==> config.mk <==
export PLATFORM = sky130hd
export DESIGN_NAME = dac_calibration_adjust
export DESIGN_NICKNAME = d
export VERILOG_FILES = /design/src/hw/cal_adjust_pkg.sv /design/src/hw/dac_calibration_adjust.sv
export SDC_FILE = /design/constraint.sdc
export NUM_CORES = 1
export LEC_CHECK = 0
export ABC_AREA = 1
export ABC_CLOCK_PERIOD_IN_PS = 15380
export BUFFER_PORTS_ARGS = -buffer_cell sky130_fd_sc_hd__buf_2
export CORE_UTILIZATION = 42
export CTS_BUF_LIST = sky130_fd_sc_hd__clkbuf_2
export CTS_CLUSTER_DIAMETER = 120
export DETAILED_ROUTE_END_ITERATION = 12
export SLEW_MARGIN = 40
export SYNTH_ARGS = -nofsm -noshare
export SYNTH_HDL_FRONTEND = slang
export SYNTH_SLANG_ARGS = --single-unit
export TNS_END_PERCENT = 20
==> constraint.sdc <==
create_clock -name ref_clk -period 15.38 [get_ports ref_clk]
set_input_delay 2.307 -clock ref_clk [delete_from_list [all_inputs] [get_ports ref_clk]]
set_output_delay 2.307 -clock ref_clk [all_outputs]
set_load 0.01 [all_outputs]
==> src/hw/cal_adjust_pkg.sv <==
// Purpose: shared constants for the calibration adjust block
// Assumes: register port is the decoded serial host interface
// Notes: addresses are local indices of the decoded register port
package cal_adjust_pkg;
   // register port geometry
   localparam int ADDR_W = 3;
   localparam int WORD_W = 16;
   localparam int MEAS_W = 8;
   // register indices
   localparam logic [ADDR_W-1:0] ADDR_DATA = 3'h1;
   localparam logic [ADDR_W-1:0] ADDR_OFFSET = 3'h2;
   localparam logic [ADDR_W-1:0] ADDR_GAIN = 3'h3;
   localparam logic [ADDR_W-1:0] ADDR_STATUS = 3'h4;
   // reset values and neutral points
   localparam logic [WORD_W-1:0] OFFSET_RESET = 16'h8000;
   localparam logic [WORD_W-1:0] GAIN_RESET = 16'hFFFF;
   localparam logic [WORD_W-1:0] DATA_RESET = 16'h0000;
   localparam logic [WORD_W-1:0] CODE_MAX = 16'hFFFF;
   localparam logic [WORD_W+1:0] OFFSET_ZERO = 18'h08000;
   // status word layout
   localparam int STAT_MEAS_LSB = 0;
   localparam int STAT_TEMP_BIT = 8;
   // measurement encodings: volts = code * 2.5/256, degC = 312 - 1.559 * code
   localparam real MEAS_VOLT_FS = 2.5;
   localparam int MEAS_VOLT_DIV = 256;
   localparam real MEAS_TEMP_ZERO = 312.0;
   localparam real MEAS_TEMP_SLOPE = -1.559;
endpackage

==> src/hw/dac_calibration_adjust.sv <==
// Purpose: offset and gain calibration path plus measurement status report
// Assumes: serial interface already decoded into single-cycle register strobes
// Notes: output code is updated two edges after a data register write
//        output saturates at full code as well as at zero scale
//        status and unmapped writes leave the calibration alone
//
// Function
// - Offset calibration register is writable and readable by the host.
// - Gain calibration register is writable and readable by the host.
// - New offset only applies after a later data register write.
// - New gain only applies after a later data register write.
// - Offset register is one 16-bit field, bits 15 to 0.
// - Gain register is one 16-bit field, bits 15 to 0.
// - Offset correction is value minus 32768; resets to 32768.
// - Gain correction is a factor of value over 2^16; resets to 65535.
// - Measurement reported as 8-bit unsigned code in status word.
// - Loop supply code means volts equal 2.5/256 times code.
// - Temperature code means degrees equal 312 minus 1.559 times code.
// - Output equals data times gain over 2^16 plus offset minus 32768.
// - Negative offset never drives output below zero scale; clamp.
`timescale 1ns/1ps
`default_nettype none

module dac_calibration_adjust
   import cal_adjust_pkg::*;
(
   input wire logic ref_clk,
   input wire logic arst_n,
   input wire logic reg_write,
   input wire logic reg_read,
   input wire logic [ADDR_W-1:0] reg_addr,
   input wire logic [WORD_W-1:0] reg_wdata,
   output logic [WORD_W-1:0] reg_rdata,
   output logic reg_rvalid,
   input wire logic [MEAS_W-1:0] meas_code,
   input wire logic meas_is_temp_in,
   output logic [MEAS_W-1:0] meas_status,
   output logic meas_is_temp,
   output logic [WORD_W-1:0] dac_code
);

   logic [WORD_W-1:0] offset_pend;
   logic [WORD_W-1:0] gain_pend;
   logic [WORD_W-1:0] offset_act;
   logic [WORD_W-1:0] gain_act;
   logic [WORD_W-1:0] data_reg;

   // register index match, shared by write decode, read mux and checks
   function automatic logic addr_is(input logic [ADDR_W-1:0] a, input logic [ADDR_W-1:0] idx);
      return a == idx;
   endfunction

   // address decode
   wire wr_data = reg_write && addr_is(reg_addr, ADDR_DATA);
   wire wr_offset = reg_write && addr_is(reg_addr, ADDR_OFFSET);
   wire wr_gain = reg_write && addr_is(reg_addr, ADDR_GAIN);

   // transfer function: data * gain / 2^16 + offset - 32768
   wire [2*WORD_W-1:0] product = {{WORD_W{1'b0}}, data_reg} * {{WORD_W{1'b0}}, gain_act};
   wire [WORD_W+1:0] scaled = {2'b00, product[2*WORD_W-1:WORD_W]};
   wire [WORD_W+1:0] sum = scaled + {2'b00, offset_act} - OFFSET_ZERO;
   wire sum_neg = sum[WORD_W+1];
   wire sum_over = !sum_neg && sum[WORD_W];
   wire [WORD_W-1:0] next_code = sum_neg ? '0 : (sum_over ? CODE_MAX : sum[WORD_W-1:0]);

   // read mux; status word carries the measurement code
   wire [WORD_W-1:0] status_word = {{(WORD_W-STAT_TEMP_BIT-1){1'b0}}, meas_is_temp, meas_status};
   wire [WORD_W-1:0] next_rdata = addr_is(reg_addr, ADDR_DATA) ? data_reg :
                                  addr_is(reg_addr, ADDR_OFFSET) ? offset_pend :
                                  addr_is(reg_addr, ADDR_GAIN) ? gain_pend :
                                  addr_is(reg_addr, ADDR_STATUS) ? status_word : '0;

   // pending calibration values, full 16-bit fields
   always_ff @(posedge ref_clk or negedge arst_n) begin
      if (!arst_n) begin
         offset_pend <= OFFSET_RESET;
         gain_pend <= GAIN_RESET;
      end else begin
         if (wr_offset) offset_pend <= reg_wdata;
         if (wr_gain) gain_pend <= reg_wdata;
      end
   end

   // data write latches data and applies pending calibration
   always_ff @(posedge ref_clk or negedge arst_n) begin
      if (!arst_n) begin
         data_reg <= DATA_RESET;
         offset_act <= OFFSET_RESET;
         gain_act <= GAIN_RESET;
      end else if (wr_data) begin
         data_reg <= reg_wdata;
         offset_act <= offset_pend;
         gain_act <= gain_pend;
      end
   end

   // output code and readback
   always_ff @(posedge ref_clk or negedge arst_n) begin
      if (!arst_n) begin
         dac_code <= '0;
         reg_rdata <= '0;
         reg_rvalid <= 1'b0;
      end else begin
         dac_code <= next_code;
         reg_rvalid <= reg_read;
         if (reg_read) reg_rdata <= next_rdata;
      end
   end

   // measurement capture: code passed through with its linear encoding
   always_ff @(posedge ref_clk or negedge arst_n) begin
      if (!arst_n) begin
         meas_status <= '0;
         meas_is_temp <= 1'b0;
      end else begin
         meas_status <= meas_code;
         meas_is_temp <= meas_is_temp_in;
      end
   end

   // assertions
   property p_offset_hold;
      @(posedge ref_clk) disable iff (!arst_n)
      (wr_offset && !wr_data) |=> (offset_act == $past(offset_act));
   endproperty
   a_offset_hold: assert property (p_offset_hold) else $error("offset applied without data write");

   property p_gain_hold;
      @(posedge ref_clk) disable iff (!arst_n)
      (wr_gain && !wr_data) |=> (gain_act == $past(gain_act));
   endproperty
   a_gain_hold: assert property (p_gain_hold) else $error("gain applied without data write");

   property p_apply;
      @(posedge ref_clk) disable iff (!arst_n)
      wr_data |=> (offset_act == $past(offset_pend)) && (gain_act == $past(gain_pend));
   endproperty
   a_apply: assert property (p_apply) else $error("data write did not apply calibration");

   property p_read_offset;
      @(posedge ref_clk) disable iff (!arst_n)
      (reg_read && reg_addr == ADDR_OFFSET) |=> reg_rvalid && (reg_rdata == $past(offset_pend));
   endproperty
   a_read_offset: assert property (p_read_offset) else $error("offset readback wrong");

   property p_read_gain;
      @(posedge ref_clk) disable iff (!arst_n)
      (reg_read && reg_addr == ADDR_GAIN) |=> reg_rvalid && (reg_rdata == $past(gain_pend));
   endproperty
   a_read_gain: assert property (p_read_gain) else $error("gain readback wrong");

   property p_clamp_low;
      @(posedge ref_clk) disable iff (!arst_n)
      (wr_data && reg_wdata == '0 && offset_pend < OFFSET_RESET) ##1 !wr_data |=> (dac_code == '0);
   endproperty
   a_clamp_low: assert property (p_clamp_low) else $error("zero scale moved below bottom");

   property p_no_correction;
      @(posedge ref_clk) disable iff (!arst_n)
      (wr_data && offset_pend == OFFSET_RESET && gain_pend == GAIN_RESET) ##1 !wr_data
         |=> (dac_code == $past(data_reg, 1) - {15'h0000, ($past(data_reg, 1) != '0)});
   endproperty
   a_no_correction: assert property (p_no_correction) else $error("neutral calibration changed code");

   property p_meas;
      @(posedge ref_clk) disable iff (!arst_n)
      1'b1 |=> (meas_status == $past(meas_code)) && (meas_is_temp == $past(meas_is_temp_in));
   endproperty
   a_meas: assert property (p_meas) else $error("measurement code not reported");

   property p_status_read;
      @(posedge ref_clk) disable iff (!arst_n)
      (reg_read && reg_addr == ADDR_STATUS) |=> (reg_rdata[MEAS_W-1:0] == $past(meas_status));
   endproperty
   a_status_read: assert property (p_status_read) else $error("status word lacks measurement");

   // port, output path, status and calibration checks
   property p_rvalid_pulse;
      @(posedge ref_clk) disable iff (!arst_n)
      1'b1 |=> (reg_rvalid == $past(reg_read));
   endproperty
   a_rvalid_pulse: assert property (p_rvalid_pulse) else $error("read answer not one cycle after strobe");

   property p_rdata_hold;
      @(posedge ref_clk) disable iff (!arst_n)
      !reg_read |=> $stable(reg_rdata);
   endproperty
   a_rdata_hold: assert property (p_rdata_hold) else $error("read data changed without a read");

   property p_code_hold;
      @(posedge ref_clk) disable iff (!arst_n)
      !wr_data |-> ##2 $stable(dac_code);
   endproperty
   a_code_hold: assert property (p_code_hold) else $error("output code moved without data write");

   property p_clamp_any;
      @(posedge ref_clk) disable iff (!arst_n)
      sum_neg |=> (dac_code == '0);
   endproperty
   a_clamp_any: assert property (p_clamp_any) else $error("negative sum not held at zero scale");

   property p_status_bits;
      @(posedge ref_clk) disable iff (!arst_n)
      (reg_read && addr_is(reg_addr, ADDR_STATUS))
         |=> (reg_rdata[STAT_TEMP_BIT] == $past(meas_is_temp)) && (reg_rdata[WORD_W-1:STAT_TEMP_BIT+1] == '0);
   endproperty
   a_status_bits: assert property (p_status_bits) else $error("status word flag or spare bits wrong");

   property p_cal_untouched;
      @(posedge ref_clk) disable iff (!arst_n)
      (reg_write && !addr_is(reg_addr, ADDR_OFFSET) && !addr_is(reg_addr, ADDR_GAIN))
         |=> $stable(offset_pend) && $stable(gain_pend);
   endproperty
   a_cal_untouched: assert property (p_cal_untouched) else $error("other write disturbed calibration");

   // main scenarios
   c_offset_then_data: cover property (@(posedge ref_clk) disable iff (!arst_n) wr_offset ##[1:8] wr_data);
   c_gain_then_data: cover property (@(posedge ref_clk) disable iff (!arst_n) wr_gain ##[1:8] wr_data);
   c_clamped: cover property (@(posedge ref_clk) disable iff (!arst_n) sum_neg ##1 dac_code == '0);
   c_saturated: cover property (@(posedge ref_clk) disable iff (!arst_n) sum_over);
   c_neutral: cover property (@(posedge ref_clk) disable iff (!arst_n)
      wr_data && offset_pend == OFFSET_RESET && gain_pend == GAIN_RESET);

endmodule

`default_nettype wire

==> out/results.tsv <==
metric	value	unit
outcome	finished, final reports clean	
dieArea	36100	µm²
tightest_slew	0.875	ns
ys_top_cells_by_area	fa_1 26%, dfrtp_1 15%, nand2_1 13%, inv_1 11%, ha_1 11%	
fin_skew	0.0368	ns
synth_area_leader_cell	fa_1	
timing.max_slew.rel_slack	41.6	%
drt-total-wl	38.4	mm
dr_total_vias	12069	
syn-instance-count	1902	
reg2reg_slack	7.54	ns
ys_types	41	
avgRoutedWirePerCell	16.1	µm
hold_viol	0	
ant_nets	0	
grt_pass1_vias	12247	
row_count	68	
cts_tree	done	
cts_sinks	122	
ctsHtreeMaxLevel	4	
dp_hpwl	30.5	mm
cts_buffers	17	
clockBufferDepth	2	
crit_top_cell	fa_1	
syn_area	14800	µm²
endpoint	dac_code[15]$_DFF_PN0_	
ys_ff_latch	122	
fmax	0.128	GHz
core	34600	µm²
hold_buffers	0	
finalMaxSlewViolations	0	
grtUsageTotal	22.4	%
root_buffer	clkbuf_2	
seq_area_frac_synth	20.9	%
finalNetCount	2269	
maxCapViolCount	0	
critPathKind	flop to flop	
min_path_type	flop to flop	
grt_max_degree	88	
worstSetupStartpoint	data_reg[8]$_DFFE_PN0P_	
rr_startpoint	data_reg[8]$_DFFE_PN0P_	
start_kind	flop	
post-route-min-period	7.84	ns
crit_path_end_kind	flop	
num-fill-cells	3509	
first_iter_violations	808	
r2r_cells	29	
ios	74	
drive_gt1_share	9.56	%
port_buffers	73	
required	15.93	ns
gp_congestion	0.901	
dr.pass1.iters	6	
layoutNonFillerInstCount	2380	
synth_area_per_cell	7.80	µm²
arrival	8.39	ns
remaining_drc_errors	0	
rr_endpoint	dac_code[15]$_DFF_PN0_	
syn_to_final_growth	5.83	%
grt_overflow	0	
clock_latency	0.69	ns
die_h	190	µm
cts-resized-gates	0	
setup_viol	0	
critPathMaxFanout	18	
antenna_found_initial	1	
finalSetupTns	0	ns
synth_nets	2260	
clkSlewWorstSetupHoldPaths	0.17	ns
dieWidth	190	µm
fin_crit_sh	51.0	%
dp_cells	2347	
synth.top_cell.area_share	26.2	%
via_per_inst	5.07	
slowest_stage	dfrtp_1	
cts_setup_buffers	0	
cpPeakStageDelay	0.95	ns
ys_warn_count	0	
start_util	42.9	%
rsz0062_at_grt	no	
grt_pass1_wl	63.1	mm
-- synth_stat cells, drive strengths merged --
cell / instances
xor2: 4
a21oi: 69
ha: 132
nand3b: 1
o21a: 1
o22ai: 7
o21bai: 5
o21ai: 113
nor2: 79
buf: 14
a31oi: 26
dfstp: 34
xnor2: 8
clkbuf: 75
nor3: 9
and2: 2
mux2: 9
nand2: 520
nand3: 44
a21o: 1
nand4: 11
fa: 194
inv: 455
dfrtp: 88
nor4: 1
-- worst min path at each step --
stage                           startpoint                           to  cells after the start
5_1_grt           gain_pend[2]$_DFFE_PN1P_     gain_pend[2]$_DFFE_PN1P_                      2
3_3_place_gp     reg_rdata[11]$_DFFE_PN0P_    reg_rdata[11]$_DFFE_PN0P_                      2
4_1_cts          gain_pend[15]$_DFFE_PN1P_     gain_act[15]$_DFFE_PN1P_                      2
6_report         gain_pend[15]$_DFFE_PN1P_     gain_act[15]$_DFFE_PN1P_                      2
3_5_place_dp   offset_pend[11]$_DFFE_PN0P_  offset_pend[11]$_DFFE_PN0P_                      2
2_1_floorplan  offset_pend[10]$_DFFE_PN0P_  offset_pend[10]$_DFFE_PN0P_                      2
-- worst max-delay path: cells and delay by family (launching register included) --
family,cells,cell delay (ns)
buffers and inverters,6,0.42
adders and majority gates,10,4.14
and+or+nand+nor,10,1.26
DFF,1,0.95
xor gates and xnor gates,1,0.26
AOI/OAI and AO/OA,2,0.62
-- through the flow --
| step | setup slack [ns] | cell area (µm²) | hold slack, ns | util (%) |
|---|---|---|---|---|
| global placement | 7.80 | 15400 | 0.466 | 44.6 |
| finish | 7.54 | 15700 | 0.493 | 45.4 |
| global route | 7.09 | 15700 | 0.522 | 45.4 |
| floorplan | 8.29 | 14800 | 0.453 | - |
| detailed placement | 7.61 | 15500 | 0.474 | 44.7 |
| CTS | 7.57 | 15700 | 0.501 | 45.3 |
-- logic make-up after synthesis --
kind of cell	synth area share (%)
AOI/OAI and AO/OA	8.51
xor gates and xnor gates	0.708
and+or+nand+nor	17.9
adders and majority gates	37.3
buffers and inverters	14.0
muxes	0.683
DFF	20.9
-- area by class of cell --
type | instances | area, µm² | share of cell area (%)
Inverter | 455 | 1710 | 10.9
Timing Repair Buffer | 79 | 420 | 2.68
Clock inverter | 11 | 128 | 0.813
Multi-Input combinational cell | 1236 | 9680 | 61.6
Clock buffer | 21 | 105 | 0.669
Antenna cell | 1 | 2.50 | 0.0159
Sequential cell | 122 | 3100 | 19.7
Tap cell | 455 | 569 | 3.62
-- cells in the final DEF (no fill, tap or decap), types with 4 or more instances in the layout --
cell type and n:
buf_2 72, a21oi_2 12, nor2_1 75, dfrtp_1 87
clkinv_1 5, nand3_1 39, nand4_1 11, nand2_2 6
xor2_1 4, nor3_1 9, o21ai_1 9, o21ai_0 102
dfstp_2 34, o22ai_1 7, inv_1 454, a31oi_1 26
ha_1 132, nand2_1 513, a21oi_1 54, buf_4 5
fa_1 194, nand3_2 5, xnor2_1 8, mux2_2 9
o21bai_1 5, clkbuf_2 21
-- per-layer routing --
layer / vias to the layer above / wire length (µm) / global-route usage [%] / share of wire (%)
li1: 5704 / - / - / -
met1: 5938 / 16800 / 29.2 / 44
met2: 373 / 18900 / 38.9 / 49
met3: 54 / 1910 / 2.40 / 5.0
met4: 0 / 841 / 6.73 / 2.2
met5: - / 0 / 0 / 0
Power is left out: the tool's default activity adds up to more than one toggle a clock period on the data nets, which glitch-free logic cannot reach.
